`config.mk`:
```
export PLATFORM = sky130hd
export DESIGN_NAME = flash_charger_control_flat
export DESIGN_NICKNAME = d
export VERILOG_FILES = /design/src/core/flash_charger_pkg.sv /design/src/core/charge_link_if.sv /design/src/core/input_sync.sv /design/src/core/flash_charger_control.sv /design/src/flat_wrapper.sv
export VERILOG_INCLUDE_DIRS = /design/src /design/src/core
export SDC_FILE = /design/constraint.sdc
export NUM_CORES = 1
export LEC_CHECK = 0
export ABC_AREA = 1
export BUFFER_PORTS_ARGS = -buffer_cell sky130_fd_sc_hd__buf_2
export CELL_PAD_IN_SITES_DETAIL_PLACEMENT = 1
export CELL_PAD_IN_SITES_GLOBAL_PLACEMENT = 1
export CORE_ASPECT_RATIO = 0.5
export CORE_MARGIN = 5
export CORE_UTILIZATION = 45
export DETAILED_ROUTE_END_ITERATION = 8
export PLACE_DENSITY_LB_ADDON = 0.1
export SYNTH_ARGS = -nofsm -noshare
export SYNTH_HDL_FRONTEND = slang
export SYNTH_SLANG_ARGS = --single-unit
```
`constraint.sdc`:
```
create_clock -name sys_clk -period 2.4 [get_ports sys_clk]
set_input_delay 0 -clock sys_clk [delete_from_list [all_inputs] [get_ports sys_clk]]
set_output_delay 0 -clock sys_clk [all_outputs]
set_load 0.02 [all_outputs]
```
`src/core/flash_charger_defines.svh`:
```
`ifndef FLASH_CHARGER_DEFINES_SVH
`define FLASH_CHARGER_DEFINES_SVH

// clock rate in MHz
`define CLK_MHZ 25
// maximum switch off-time in ns (the longer quoted cap is 20000 ns)
`define OFF_TIME_MAX_NS 18000
// longest time rounds down
`define OFF_TIME_MAX_CYC ((`OFF_TIME_MAX_NS * `CLK_MHZ) / 1000)
// limit setup window in ns, least time rounds up
`define SETUP_WINDOW_NS 54000
`define SETUP_WINDOW_CYC ((`SETUP_WINDOW_NS * `CLK_MHZ + 999) / 1000)
// host first pulse high time in ns
`define FIRST_PULSE_NS 20000
`define FIRST_PULSE_CYC ((`FIRST_PULSE_NS * `CLK_MHZ + 999) / 1000)
// host later pulse width in ns, no less than one cycle
`define LATER_PULSE_NS 200
`define LATER_PULSE_CYC 1
// host gap between burst edges, in cycles
`define BURST_GAP_CYC 4
// most edges counted in a burst
`define MAX_EDGES 8

`endif

```
`src/core/flash_charger_pkg.sv`:
```
package flash_charger_pkg;

  // charger states, gray coded along idle-setup-on-off
  typedef enum logic [2:0] {
    st_idle = 3'h0,
    st_setup = 3'h1,
    st_on = 3'h3,
    st_off = 3'h2,
    st_done = 3'h6
  } charger_state_type;

  // host states
  typedef enum logic [2:0] {
    hs_low = 3'h0,
    hs_high = 3'h1,
    hs_gap = 3'h3,
    hs_hold = 3'h2
  } host_state_type;

endpackage

```
`src/core/charge_link_if.sv`:
```
`timescale 1ns/1ps
interface charge_link_if;
  logic charge_cmd;

  modport device (input charge_cmd);
  modport host (output charge_cmd);
endinterface

```
`src/core/input_sync.sv`:
```
`timescale 1ns/1ps
// four flops, a change counts once stages two and three agree
module input_sync (
  input wire logic sys_clk,
  input wire logic rstn,
  input wire logic async_in,
  output logic sync_out
);
  logic s1;
  logic s2;
  logic s3;

  // s1 feeds only s2, so no logic sees a metastable value
  always_ff @(posedge sys_clk) begin
    if (!rstn) begin
      s1 <= 1'b0;
      s2 <= 1'b0;
      s3 <= 1'b0;
      sync_out <= 1'b0;
    end else begin
      s1 <= async_in;
      s2 <= s1;
      s3 <= s2;
      if (s2 == s3) begin
        sync_out <= s3;
      end
    end
  end
endmodule // input_sync

```
`src/core/flash_charger_control.sv`:
```
// Operation
// - rising command starts charge above lockout
// - command high at lockout release needs fresh edge
// - overcurrent turns switch off at once
// - next cycle on flux reset or off-timeout
// - flux reset from low switch-node sense
// - feedback reaching target stops switching
// - ten percent droop restarts charge automatically
// - command low-high toggle starts refresh charge
// - up to eight edges choose limit
// - first edge starts the edge counter
// - host holds first pulse twenty microseconds
// - host sends up to seven short pulses
// - host ends burst within window, stays high
// - switching waits for setup window end
// - limit kept while command stays high
// - low command outside the setup window clears the edge counter
`timescale 1ns/1ps
`include "flash_charger_defines.svh"
module flash_charger_control #(
  parameter int OFF_MAX_CYC = `OFF_TIME_MAX_CYC,
  parameter int SETUP_CYC = `SETUP_WINDOW_CYC,
  // one 3-bit code per count 1..8, count 1 in the low bits
  parameter logic [23:0] LIMIT_TABLE = 24'hfac688
) (
  input wire logic sys_clk,
  input wire logic rstn,
  charge_link_if.device link,
  input wire logic supply_ok,
  input wire logic overcurrent,
  input wire logic flux_reset,
  input wire logic output_feedback_sense,
  input wire logic refresh_low,
  output logic switch_on,
  output logic [2:0] switch_peak_current_limit,
  output logic charging,
  output logic charge_done
);
  logic cmd;
  logic cmd_prev;
  logic oc;
  logic flux;
  logic fb;
  logic droop;
  logic uv_ok;
  logic armed;
  logic [3:0] edge_count;
  logic [15:0] timer;
  flash_charger_pkg::charger_state_type state;
  flash_charger_pkg::charger_state_type next_state;

  input_sync sync_cmd (.sys_clk(sys_clk), .rstn(rstn), .async_in(link.charge_cmd),
    .sync_out(cmd));
  input_sync sync_uv (.sys_clk(sys_clk), .rstn(rstn), .async_in(supply_ok), .sync_out(uv_ok));
  input_sync sync_oc (.sys_clk(sys_clk), .rstn(rstn), .async_in(overcurrent), .sync_out(oc));
  input_sync sync_fl (.sys_clk(sys_clk), .rstn(rstn), .async_in(flux_reset), .sync_out(flux));
  input_sync sync_fb (.sys_clk(sys_clk), .rstn(rstn), .async_in(output_feedback_sense),
    .sync_out(fb));
  input_sync sync_dr (.sys_clk(sys_clk), .rstn(rstn), .async_in(refresh_low), .sync_out(droop));

  // state decode
  wire in_idle = (state == flash_charger_pkg::st_idle);
  wire in_setup = (state == flash_charger_pkg::st_setup);
  wire in_on = (state == flash_charger_pkg::st_on);
  wire timer_end = (timer == 16'h0000);
  // burst gaps are lows inside the window; they must not abort or clear the count
  wire in_window = in_setup & ~timer_end;
  wire window_end = in_setup & timer_end;

  // command edge and start qualification
  wire rise = cmd & ~cmd_prev;
  // a start needs armed: a low seen while supply was good; later burst edges are no start
  wire start = in_idle & rise & uv_ok & armed;
  // a low outside the window, or supply loss, ends any charge
  wire abort = ~uv_ok | (~cmd & ~in_window);
  wire count_clear = ~cmd & ~in_window;
  wire count_first = rise & (edge_count == 4'h0);
  wire count_more = rise & in_setup & (edge_count < 4'(`MAX_EDGES));

  // limit lookup; the count is never zero once a window has begun
  wire [2:0] count_idx = 3'(edge_count - 4'h1);
  wire [2:0] limit_code = LIMIT_TABLE[3 * count_idx +: 3];

  // timer reload values, cut to the counter width on purpose
  wire [15:0] setup_load = 16'(SETUP_CYC - 1);
  wire [15:0] off_load = 16'(OFF_MAX_CYC - 2);

  // switching decode from the next state, so outputs move on the deciding edge
  wire going_off = in_on & (next_state == flash_charger_pkg::st_off);
  wire next_on = (next_state == flash_charger_pkg::st_on);
  wire next_done = (next_state == flash_charger_pkg::st_done);
  wire next_busy = (next_state != flash_charger_pkg::st_idle) & ~next_done;

  // state transitions
  always_comb begin
    next_state = state;
    case (state)
      flash_charger_pkg::st_idle: begin
        if (start) begin
          next_state = flash_charger_pkg::st_setup;
        end
      end
      flash_charger_pkg::st_setup: begin
        if (timer_end) begin
          next_state = flash_charger_pkg::st_on;
        end
      end
      flash_charger_pkg::st_on: begin
        if (fb) begin
          next_state = flash_charger_pkg::st_done;
        end else if (oc) begin
          next_state = flash_charger_pkg::st_off;
        end
      end
      flash_charger_pkg::st_off: begin
        if (fb) begin
          next_state = flash_charger_pkg::st_done;
        end else if (flux || timer_end) begin
          next_state = flash_charger_pkg::st_on;
        end
      end
      flash_charger_pkg::st_done: begin
        if (droop) begin
          next_state = flash_charger_pkg::st_on;
        end
      end
      default: next_state = flash_charger_pkg::st_idle;
    endcase
    if (abort) begin
      next_state = flash_charger_pkg::st_idle;
    end
  end

  // state register
  always_ff @(posedge sys_clk) begin
    if (!rstn) begin
      state <= flash_charger_pkg::st_idle;
    end else begin
      state <= next_state;
    end
  end

  // previous command level; resets to the idle low level so no false edge
  always_ff @(posedge sys_clk) begin
    if (!rstn) begin
      cmd_prev <= 1'b0;
    end else begin
      cmd_prev <= cmd;
    end
  end

  // high command at supply release leaves the block unarmed
  always_ff @(posedge sys_clk) begin
    if (!rstn) begin
      armed <= 1'b0;
    end else if (!uv_ok) begin
      armed <= 1'b0;
    end else if (!cmd) begin
      armed <= 1'b1;
    end
  end

  // one down-counter serves both the setup window and the off-time cap
  always_ff @(posedge sys_clk) begin
    if (!rstn) begin
      timer <= 16'h0000;
    end else if (start) begin
      timer <= setup_load;
    end else if (going_off) begin
      timer <= off_load;
    end else if (!timer_end) begin
      timer <= timer - 16'h0001;
    end
  end

  // edge counter: cleared by a low outside the window, takes the first edge whenever the count is zero, later edges only in setup
  always_ff @(posedge sys_clk) begin
    if (!rstn) begin
      edge_count <= 4'h0;
    end else if (count_clear) begin
      edge_count <= 4'h0;
    end else if (count_first) begin
      edge_count <= 4'h1;
    end else if (count_more) begin
      edge_count <= edge_count + 4'h1;
    end
  end

  // switch gate
  always_ff @(posedge sys_clk) begin
    if (!rstn) begin
      switch_on <= 1'b0;
    end else begin
      switch_on <= next_on;
    end
  end

  // limit latched at window end and held while the command stays high
  always_ff @(posedge sys_clk) begin
    if (!rstn) begin
      switch_peak_current_limit <= 3'h0;
    end else if (window_end) begin
      switch_peak_current_limit <= limit_code;
    end
  end

  // status levels
  always_ff @(posedge sys_clk) begin
    if (!rstn) begin
      charging <= 1'b0;
      charge_done <= 1'b0;
    end else begin
      charging <= next_busy;
      charge_done <= next_done;
    end
  end
endmodule // flash_charger_control

```
`src/flat_wrapper.sv`:
```
// flat-port wrapper written by rule: the top's interface ports become plain ports
module flash_charger_control_flat 
#(
  parameter int OFF_MAX_CYC = `OFF_TIME_MAX_CYC,
  parameter int SETUP_CYC = `SETUP_WINDOW_CYC,
                                                           
  parameter logic [23:0] LIMIT_TABLE = 24'hfac688
)
  (sys_clk, rstn, supply_ok, overcurrent, flux_reset, output_feedback_sense, refresh_low, switch_on, switch_peak_current_limit, charging, charge_done, link_charge_cmd);
  charge_link_if link_i ();
  input wire logic sys_clk;
  input wire logic rstn;
  input wire logic supply_ok;
  input wire logic overcurrent;
  input wire logic flux_reset;
  input wire logic output_feedback_sense;
  input wire logic refresh_low;
  output logic switch_on;
  output logic [2:0] switch_peak_current_limit;
  output logic charging;
  output logic charge_done;
  input wire logic [$bits(link_i.charge_cmd)-1:0] link_charge_cmd;
  assign link_i.charge_cmd = link_charge_cmd;
  flash_charger_control #(.OFF_MAX_CYC(OFF_MAX_CYC), .SETUP_CYC(SETUP_CYC), .LIMIT_TABLE(LIMIT_TABLE)) u_core (.sys_clk(sys_clk), .rstn(rstn), .link(link_i), .supply_ok(supply_ok), .overcurrent(overcurrent), .flux_reset(flux_reset), .output_feedback_sense(output_feedback_sense), .refresh_low(refresh_low), .switch_on(switch_on), .switch_peak_current_limit(switch_peak_current_limit), .charging(charging), .charge_done(charge_done));
endmodule
```
==> results of run 1 <==
tightest hold or removal path, stage by stage:
cell and delay (ns):
sky130_fd_sc_hd__buf_2 0.19, sky130_fd_sc_hd__nand2_1 0.10, sky130_fd_sc_hd__nor2_1 0.04
final cells by class:
class	instances	area [um^2]
Fill cell	703	2620
Multi-Input combinational cell	202	1120
Inverter	57	214
Sequential cell	55	1100
Clock buffer	6	82.6
Tap cell	73	91.3
Clock inverter	2	17.5
Timing Repair Buffer	20	133
placed cells by master (no fill, tap or decap), types with 5 or more instances in the layout:
cell,n
sky130_fd_sc_hd__a21oi_1,17
sky130_fd_sc_hd__o21ai_0,9
sky130_fd_sc_hd__nor3_1,5
sky130_fd_sc_hd__nand4_1,5
sky130_fd_sc_hd__ha_1,5
sky130_fd_sc_hd__xor2_1,9
sky130_fd_sc_hd__buf_2,13
sky130_fd_sc_hd__nand2_1,61
sky130_fd_sc_hd__dfxtp_1,55
sky130_fd_sc_hd__dlygate4sd3_1,6
sky130_fd_sc_hd__nor2_1,38
sky130_fd_sc_hd__clkbuf_8,6
sky130_fd_sc_hd__nor2_2,10
sky130_fd_sc_hd__nand3_1,13
sky130_fd_sc_hd__inv_1,53
metal layers:
| metal | global-route usage (%) | vias to the layer above |
|---|---|---|
| met2 | 29.1 | 29 |
| met5 | 0 | - |
| li1 | - | 1023 |
| met1 | 18.5 | 963 |
| met3 | 4.75 | 13 |
| met4 | 6.52 | 0 |
registers in the layout, summed over array words and instances (netlist names), 3 cells and up:
register and count:
u_core.timer 16, u_core.edge_count 4, u_core.state 3, u_core.switch_peak_current_limit 3
timing repair:
item,in CTS,in global routing
hold buffers,6,0
gates resized for setup,0,0
endpoints found under the hold margin,6,0
synth_stat cells (3+ instances only):
| cell | count |
|---|---|
| sky130_fd_sc_hd__nand2_4 | 3 |
| sky130_fd_sc_hd__a21oi_1 | 17 |
| sky130_fd_sc_hd__o21bai_1 | 4 |
| sky130_fd_sc_hd__nand2_2 | 4 |
| sky130_fd_sc_hd__ha_1 | 5 |
| sky130_fd_sc_hd__nand3_1 | 13 |
| sky130_fd_sc_hd__nor3_1 | 5 |
| sky130_fd_sc_hd__nor2_1 | 38 |
| sky130_fd_sc_hd__o21ai_0 | 9 |
| sky130_fd_sc_hd__dfxtp_1 | 55 |
| sky130_fd_sc_hd__clkbuf_1 | 3 |
| sky130_fd_sc_hd__inv_2 | 3 |
| sky130_fd_sc_hd__nor2_4 | 4 |
| sky130_fd_sc_hd__nor2_2 | 10 |
| sky130_fd_sc_hd__nand2_1 | 61 |
| sky130_fd_sc_hd__xor2_1 | 9 |
| sky130_fd_sc_hd__nand4_1 | 5 |
| sky130_fd_sc_hd__inv_1 | 53 |
power breakdown:
group	internal (mW)	total, mW	switching, mW	leakage (nW)
clock	0.242	0.559	0.317	0.0522
combinational	0.497	1.32	0.822	0.863
sequential	1.05	1.18	0.133	0.449
final timing paths:
check / from / cells after the start / slack, ns / to
max: u_core.timer[0] / 10 / 0.45 / u_core.timer[11]
min: rstn / 3 / 0.05 / u_core.edge_count[0]
max reg2reg: u_core.timer[0] / 10 / 0.45 / u_core.timer[11]
min reg2reg: u_core.sync_oc.s1 / 2 / 0.43 / u_core.sync_oc.s2
stage by stage:
stage	util (%)	power (mW)	instance area [um^2]
after floorplan	-	2.23	2450
after global placement	48.3	2.46	2590
after detailed placement	48.3	2.51	2590
after CTS	51.3	3.09	2760
after global routing	51.3	3.32	2760
final	51.3	3.06	2760
logic make-up after synthesis:
| kind of cell | Yosys count | share of synthesized area [%] |
|---|---|---|
| compound gates | 37 | 8.85 |
| flops | 55 | 45.0 |
| fa+ha+maj | 5 | 2.56 |
| simple gates | 149 | 30.3 |
| buf+inv | 61 | 9.41 |
| xor+xnor | 11 | 3.94 |
==> flow_summary.json, run 1 <==
{
  "status": "completed",
  "dr.first_iter.drc_count": 44,
  "yosys_register_bits": 55,
  "timing.critical_path.arrival_ns": 2.15,
  "timing.critical_path.mode_cell": "sky130_fd_sc_hd__nand2_1",
  "wl_met3_um": 217,
  "cpLargestDelayFamily": "simple AND/OR/NAND/NOR gates",
  "avgSynthCellArea_um2": 7.70,
  "async_reset_ff_share_pct": 0,
  "vias_per_cell": 4.89,
  "setup_viol": 0,
  "detailedPlacementHpwl_um": 3970,
  "total_leakage_power_nw": 1.36,
  "timing.critical_path.slowest_stage_cell": "sky130_fd_sc_hd__dfxtp_1",
  "cts_made_buffers": 5,
  "post_drt_wl_per_cell_um": 12.5,
  "die-height_um": 62.1,
  "wp_data_required_ns": 2.61,
  "tritoncts": "built",
  "clock_sink_count": 55,
  "cpPeakStageDelay_ns": 0.37,
  "maxSlewViolCount": 0,
  "tns_ns": 0,
  "number_of_global_route_vias_before_repair": 2182,
  "num_rows": 19,
  "n_antenna_cell": 0,
  "synth_top_cell_by_area": "sky130_fd_sc_hd__dfxtp_1",
  "grt_setup_unrepaired": "false",
  "synth_flop_cell": "sky130_fd_sc_hd__dfxtp_1",
  "dp_slack_ns": 0.486,
  "number_of_buffers_and_inverters_on_the_critical_path": 1,
  "synth_top_cell_area_share_pct": 45.0,
  "final_layout_size_suffix_gt1_share_pct": 15.5,
  "critical_path_class": "reg -> reg",
  "met2RoutedLength_um": 2520,
  "worst_ir_drop_vdd_uv": 467,
  "dr.pass1.iters": 4,
  "die_area_um2": 7100,
  "timing.final.hold_violations": 0,
  "drt.antenna.violating_nets": 0,
  "postSynthCellCount": 318,
  "final_weighted_congestion_in_routability_driven_placement": 0.853,
  "grt_pass1_wl_um": 9490,
  "chipWidth_um": 114,
  "cts.repair_timing.setup_buffer_count": 0,
  "power.density_cell_area_nw_per_um2": 1110,
  "max_freq_mhz": 513,
  "core_region_area_um2": 5370,
  "synth-edff-count": 0,
  "timing.critical_path.cells": "inv_1 -> ha_1 -> nand2_1 -> nor2_4 -> nand2_4 -> nand2_1 -> nor3_4 -> nand3_1 -> a21boi_0 -> nor2_2",
  "top_routing_layer_in_use": "met4",
  "netlist_area_um2": 2450,
  "pin_count": 14,
  "crit_share_post_route_pct": 81.2,
  "seq_area_frac_synth_pct": 45.0,
  "maxCapViolations": 0,
  "netlist_top_cells_area": "sky130_fd_sc_hd__dfxtp_1 45%, sky130_fd_sc_hd__nand2_1 9.4%, sky130_fd_sc_hd__inv_1 8.1%",
  "synthDistinctLibCells": 32,
  "synthesis.nets": 331,
  "gr-total-overflow": 0,
  "finalClockSkew_ns": 0.00916,
  "start_util_pct": 45.6,
  "areaGrowthSynthToFinish_pct": 12.6,
  "port-buffer-count": 13,
  "crit_path_end_kind": "register",
  "grt.total_usage_pct": 16.4,
  "worst_min_path_class": "in -> reg",
  "worst_slew_pin_slew_ns": 0.353,
  "clock_slew_at_reported_path_ffs_ns": 0.10,
  "synthesis.yosys.warnings": 0,
  "cts_root_buf": "sky130_fd_sc_hd__clkbuf_8",
  "final_routed_drc_violation_total": 0,
  "place_inst": 401,
  "worst_slew_margin_rel_pct": 76.2,
  "type_of_element_launching_the_critical_path": "register",
  "final.setup.worst_slack_ns": 0.451,
  "clk_path_buf_depth": 2,
  "finalCriticalPeriod_ns": 1.95,
  "clock_latency_on_the_worst_skew_pair_ns": 0.31,
  "critical_path_peak_fanout": 10,
  "routed-via-count": 2028,
  "cts-htree-levels": 2,
  "wl_met1_um": 2360,
  "hold_slack_ns": 0.0538,
  "nNetsFinal": 354,
  "final_cell_count_no_fill": 415,
  "antenna_found_initial": 0,
  "route.final.wire_length_um": 5200,
  "largest_net_degree_at_the_start_of_global_routing": 24
}
Note: power is estimated with default switching activity, not from simulation.
==> run 2, diff against run 1 <==
--- a/config.mk
+++ b/config.mk
@@ -12,7 +12,7 @@
 export CELL_PAD_IN_SITES_GLOBAL_PLACEMENT = 1
 export CORE_ASPECT_RATIO = 0.5
 export CORE_MARGIN = 5
-export CORE_UTILIZATION = 45
+export CORE_UTILIZATION = 44
 export DETAILED_ROUTE_END_ITERATION = 8
 export PLACE_DENSITY_LB_ADDON = 0.1
 export SYNTH_ARGS = -nofsm -noshare
==> constraint.sdc (replaced) <==
create_clock -name sys_clk -period 1.9 [get_ports sys_clk]
set_input_delay 0 -clock sys_clk [delete_from_list [all_inputs] [get_ports sys_clk]]
set_output_delay 0 -clock sys_clk [all_outputs]
set_load 0.02 [all_outputs]
==> run 2 against run 1 <==
First-iteration DRC count is 50% higher. Register-to-register slack worse by 0.35 ns. Sequential cell count stayed put. Via count is 0.69% higher. Clock skew is 0.0030 ns lower. Wire length is 4.1% higher. Total power is 33% higher. Combinational power is 39% higher. Worst setup slack worse by 0.35 ns. Global-route usage is 0.21 points higher. Cell count is 1.9% higher. Highest routed layer unchanged.
==> flow_summary.json, run 2 (synthesized netlist as in run 1, its figures left out) <==
{
  "num-fill-cells": 689,
  "number_of_global_route_vias_before_repair": 2113,
  "stdcell_area_um2": 2860,
  "hold_path_startpoint": "rstn",
  "largest_net_degree_at_the_start_of_global_routing": 24,
  "routed-via-count": 2042,
  "worst_slew_margin_rel_pct": 66.2,
  "grt_pass1_wl_um": 9580,
  "cts_root_buf": "sky130_fd_sc_hd__clkbuf_8",
  "port-buffer-count": 13,
  "max_freq_mhz": 555,
  "final_layout_size_suffix_gt1_share_pct": 19.7,
  "largestRegisters": "u_core.timer x16, u_core.edge_count x4",
  "timing.final.hold_violations": 0,
  "grt.total_usage_pct": 16.6,
  "total_leakage_power_nw": 1.40,
  "worst_slew_pin_slew_ns": 0.503,
  "dp_slack_ns": -0.0542,
  "finalClockSkew_ns": 0.00613,
  "nNetsFinal": 362,
  "status": "completed",
  "final.setup.worst_slack_ns": 0.0995,
  "layout_common_cells": "59 x sky130_fd_sc_hd__nand2_1, 53 x sky130_fd_sc_hd__dfxtp_1, 52 x sky130_fd_sc_hd__inv_1",
  "clk_path_buf_depth": 2,
  "layout_commonest_cell": "sky130_fd_sc_hd__nand2_1",
  "post_dp_cell_area_um2": 2610,
  "registers.top_by_ff_count": "u_core.timer",
  "cts-htree-levels": 2,
  "final_weighted_congestion_in_routability_driven_placement": 0.856,
  "clock_latency_on_the_worst_skew_pair_ns": 0.32,
  "vias_per_cell": 4.83,
  "critical_path_class": "reg -> reg",
  "maxSlewViolCount": 0,
  "finalCriticalPeriod_ns": 1.80,
  "power.density_cell_area_nw_per_um2": 1420,
  "post_drt_wl_per_cell_um": 12.8,
  "start_util_pct": 45.0,
  "cts_made_buffers": 5,
  "n_antenna_cell": 0,
  "worst_ir_drop_vdd_uv": 638,
  "final_cell_count_no_fill": 423,
  "worst_setup_path_startpoint": "u_core.timer[0]",
  "setup_viol": 0,
  "num_rows": 19,
  "die_area_um2": 7240,
  "dr.pass1.iters": 4,
  "gr-total-overflow": 0,
  "core_region_area_um2": 5440,
  "crit_share_post_route_pct": 94.8,
  "drt.antenna.violating_nets": 0,
  "largest_register_ffs": 16,
  "dr.first_iter.drc_count": 66,
  "chipWidth_um": 115,
  "final_routed_drc_violation_total": 0,
  "critical_path_peak_fanout": 7,
  "timing.critical_path.arrival_ns": 2.02,
  "crit_path_end_kind": "register",
  "tritoncts": "built",
  "antenna_found_initial": 0,
  "areaGrowthSynthToFinish_pct": 16.7,
  "route.final.wire_length_um": 5410,
  "type_of_element_launching_the_critical_path": "register",
  "detailedPlacementHpwl_um": 3930,
  "place_inst": 403,
  "pin_count": 14,
  "maxCapViolations": 0,
  "die-height_um": 62.7,
  "hold_slack_ns": 0.0791,
  "clock_slew_at_reported_path_ffs_ns": 0.10,
  "crit-reg2reg-launch": "u_core.timer[0]",
  "wp_data_required_ns": 2.12,
  "clock_sink_count": 55,
  "worst_min_path_class": "in -> reg"
}
## run 2: changes by cell type in the layout (fill, tap and decap cells not counted), moves of 2 or more
cell	before	now
sky130_fd_sc_hd__nand3_4	2	4
sky130_fd_sc_hd__dfxtp_2	0	2
sky130_fd_sc_hd__buf_4	1	8
sky130_fd_sc_hd__nor2_2	10	12
sky130_fd_sc_hd__nor2_1	38	36
sky130_fd_sc_hd__nand2_2	4	6
sky130_fd_sc_hd__nand2_1	61	59
sky130_fd_sc_hd__dfxtp_1	55	53
## run 2: power by group
part,total (mW),internal (mW),switching (mW)
sequential,1.50,1.33,0.171
clock,0.715,0.306,0.409
combinational,1.84,0.741,1.10
total,4.06,2.38,1.68
## run 2: worst max-delay path, cell delays in order (launching register included)
cell and delay (ns):
sky130_fd_sc_hd__dfxtp_2 0.37, sky130_fd_sc_hd__inv_2 0.06, sky130_fd_sc_hd__ha_2 0.20, sky130_fd_sc_hd__nand2_2 0.10, sky130_fd_sc_hd__nor2_4 0.05, sky130_fd_sc_hd__nand2_4 0.12
sky130_fd_sc_hd__nand2_1 0.06, sky130_fd_sc_hd__nand2_1 0.07, sky130_fd_sc_hd__nand2_2 0.06, sky130_fd_sc_hd__a21oi_2 0.21, sky130_fd_sc_hd__nand3_4 0.16, sky130_fd_sc_hd__nand3_4 0.17
sky130_fd_sc_hd__nor2_1 0.06
## run 2: cell type report
| class | instances | area [um^2] | area share [%] |
|---|---|---|---|
| Clock buffer | 6 | 82.6 | 2.89 |
| Clock inverter | 2 | 17.5 | 0.613 |
| Inverter | 57 | 214 | 7.49 |
| Multi-Input combinational cell | 203 | 1160 | 40.7 |
| Sequential cell | 55 | 1100 | 38.7 |
| Tap cell | 73 | 91.3 | 3.20 |
| Timing Repair Buffer | 27 | 185 | 6.49 |
## run 2: final timing paths
path,endpoint,slack [ns],depth (start not counted)
setup / recovery,u_core.timer[13],0.1,12
hold / removal,u_core.timer[8],0.08,3
setup reg to reg,u_core.timer[13],0.1,12
hold reg to reg,u_core.sync_cmd.s2,0.42,2
## run 2: metrics by stage
step / total power, mW / utilization, % / TNS (ns)
finish: 4.06 / 52.4 / 0
global route: 4.38 / 52.4 / -0.00503
global placement: 3.12 / 47.9 / 0
CTS: 3.99 / 51.5 / 0
detailed placement: 3.19 / 47.9 / -0.226
floorplan: 2.81 / - / 0
## run 2: timing repair
action,in CTS,in global routing
hold buffers,6,0
gates cloned,1,0
setup endpoints to repair,12,14
resized for setup,3,9
pin swaps,4,5
hold endpoints to repair,6,0
buffers inserted,2,3
## run 2: metal layers
layer / track usage [%] / routed length (um)
met1: 19.8 / 2530
met2: 28.5 / 2620
met3: 4.64 / 152
met4: 6.15 / 116
met5: 0 / 0
==> run 3, diff against run 2 <==
--- a/config.mk
+++ b/config.mk
@@ -14,6 +14,7 @@
 export CORE_MARGIN = 5
 export CORE_UTILIZATION = 44
 export DETAILED_ROUTE_END_ITERATION = 8
+export MAX_ROUTING_LAYER = met4
 export PLACE_DENSITY_LB_ADDON = 0.1
 export SYNTH_ARGS = -nofsm -noshare
 export SYNTH_HDL_FRONTEND = slang
==> run 3 against run 2 <==
Wire length is 3.9% higher. Core utilization increased by 0.14 points. Non-clock buffer count decreased by 1. Fmax is 3.6% higher. Combinational power about the same. Critical path depth increased by 1. First-iteration DRC count is 20% lower.
==> flow_summary.json, run 3 (synthesized netlist as in run 1, its figures left out) <==
{
  "grt_pass1_wl_um": 9740,
  "worst_ir_drop_vdd_uv": 671,
  "core_region_area_um2": 5440,
  "grt.total_usage_pct": 17.2,
  "final_layout_size_suffix_gt1_share_pct": 19.1,
  "critical_path_class": "reg -> reg",
  "largestRegisters": "u_core.timer x16, u_core.edge_count x4",
  "power.density_cell_area_nw_per_um2": 1460,
  "finalClockSkew_ns": 0.00357,
  "worst_slew_pin_slew_ns": 0.390,
  "largest_net_degree_at_the_start_of_global_routing": 24,
  "cts-htree-levels": 2,
  "cts_root_buf": "sky130_fd_sc_hd__clkbuf_8",
  "drt.antenna.violating_nets": 0,
  "setup_viol": 0,
  "gr-total-overflow": 0,
  "areaGrowthSynthToFinish_pct": 17.0,
  "n_antenna_cell": 0,
  "status": "completed",
  "maxSlewViolCount": 0,
  "final_weighted_congestion_in_routability_driven_placement": 0.862,
  "final_routed_drc_violation_total": 0,
  "worst_slew_margin_rel_pct": 73.8,
  "overall_power_mw": 4.18,
  "largest_register_ffs": 16,
  "registers.top_by_ff_count": "u_core.timer",
  "antenna_found_initial": 0,
  "clock_latency_on_the_worst_skew_pair_ns": 0.32,
  "reg2regPathDepth": 13,
  "timing.critical_path.mode_cell": "sky130_fd_sc_hd__nand2_2",
  "pin_count": 14,
  "dr.first_iter.drc_count": 53,
  "worst_min_path_class": "in -> reg",
  "wp_data_required_ns": 2.12,
  "port-buffer-count": 13,
  "crit_path_end_kind": "register",
  "cts_made_buffers": 5,
  "finalCriticalPeriod_ns": 1.74,
  "layout_common_cells": "60 x sky130_fd_sc_hd__nand2_1, 53 x sky130_fd_sc_hd__dfxtp_1, 52 x sky130_fd_sc_hd__inv_1",
  "detailedPlacementHpwl_um": 3900,
  "num_rows": 19,
  "timing.critical_path.cells": "inv_2 -> ha_2 -> nand2_2 -> nor2_4 -> nand2_4 -> nand2_4 -> nand2_2 -> nand3_2 -> nand2_2 -> inv_2 -> nand3_4 -> nand3_4 -> nor2_1",
  "max_freq_mhz": 575,
  "start_util_pct": 45.0,
  "clk_path_buf_depth": 2,
  "nNetsFinal": 362,
  "num-fill-cells": 682,
  "dr.pass1.iters": 4,
  "timing.critical_path.slowest_stage_cell": "sky130_fd_sc_hd__dfxtp_2",
  "die_area_um2": 7240,
  "layout_commonest_cell": "sky130_fd_sc_hd__nand2_1",
  "critical_path_peak_fanout": 5,
  "chipWidth_um": 115,
  "timing.critical_path.arrival_ns": 1.96,
  "maxCapViolations": 0,
  "tritoncts": "built",
  "route.final.wire_length_um": 5620,
  "vias_per_cell": 4.81,
  "cpPeakStageDelay_ns": 0.35,
  "crit_share_post_route_pct": 91.5,
  "hold_slack_ns": 0.0841,
  "post_drt_wl_per_cell_um": 13.3,
  "type_of_element_launching_the_critical_path": "register",
  "tns_ns": 0,
  "timing.hold.worst_path_depth": 3,
  "postLayoutCoreUtil_pct": 52.6,
  "timing.final.hold_violations": 0,
  "routed-via-count": 2034,
  "clock_slew_at_reported_path_ffs_ns": 0.10,
  "total_leakage_power_nw": 1.41,
  "clock_sink_count": 55,
  "die-height_um": 62.7,
  "number_of_global_route_vias_before_repair": 2182
}
run 3: area by class of cell:
type	instances	area [um^2]	share of cell area, %
Multi-Input combinational cell	204	1160	40.4
Sequential cell	55	1100	38.5
Inverter	57	214	7.47
Timing Repair Buffer	26	178	6.21
Tap cell	73	91.3	3.19
Clock buffer	5	68.8	2.40
Clock inverter	3	50.0	1.75
run 3: where the power goes:
part           internal, mW  total [mW]  switching (mW)  leakage (nW)
clock network         0.407       0.827           0.420        0.0607
registers              1.33        1.50           0.170         0.449
logic                 0.730        1.85            1.12         0.899
run 3: worst max-delay path, delay by kind of cell (launching register included):
family,cells,cell delay (ns)
AND/OR/NAND/NOR,10,0.93
flip-flops,1,0.35
adder cells (fa/ha/maj),1,0.20
buffers and inverters,2,0.16
run 3: metal layers:
layer	track usage (%)	share of wire (%)	vias to the layer above
met2	28.8	49	18
met4	5.86	1.8	0
li1	-	-	1039
met3	4.64	2.5	12
met1	19.8	47	965
met5	-	0	-
run 3: metrics by stage:
| step | cells | cell area [um^2] | setup slack, ns |
|---|---|---|---|
| 6_report | 423 | 2860 | 0.162 |
| 4_1_cts | 419 | 2810 | -0.00647 |
| 3_3_place_gp | 403 | 2610 | 0.127 |
| 5_1_grt | 423 | 2860 | -0.00747 |
| 3_5_place_dp | 403 | 2610 | 0.0218 |
| 2_1_floorplan | 318 | 2450 | 0.246 |
run 3: final timing paths:
kind | from | endpoint | slack (ns)
setup / recovery | u_core.timer[0] | u_core.timer[13] | 0.16
hold / removal | rstn | u_core.edge_count[0] | 0.08
setup reg to reg | u_core.timer[0] | u_core.timer[13] | 0.16
hold reg to reg | u_core.sync_cmd.s1 | u_core.sync_cmd.s2 | 0.42
run 3: what timing repair did:
item / in CTS / in global routing
hold endpoints to repair: 6 / 0
buffers inserted: 1 / 3
hold buffers: 6 / 0
cloned: 1 / 1
setup endpoints to repair: 5 / 19
pin swaps: 0 / 4
resized for setup: 2 / 7
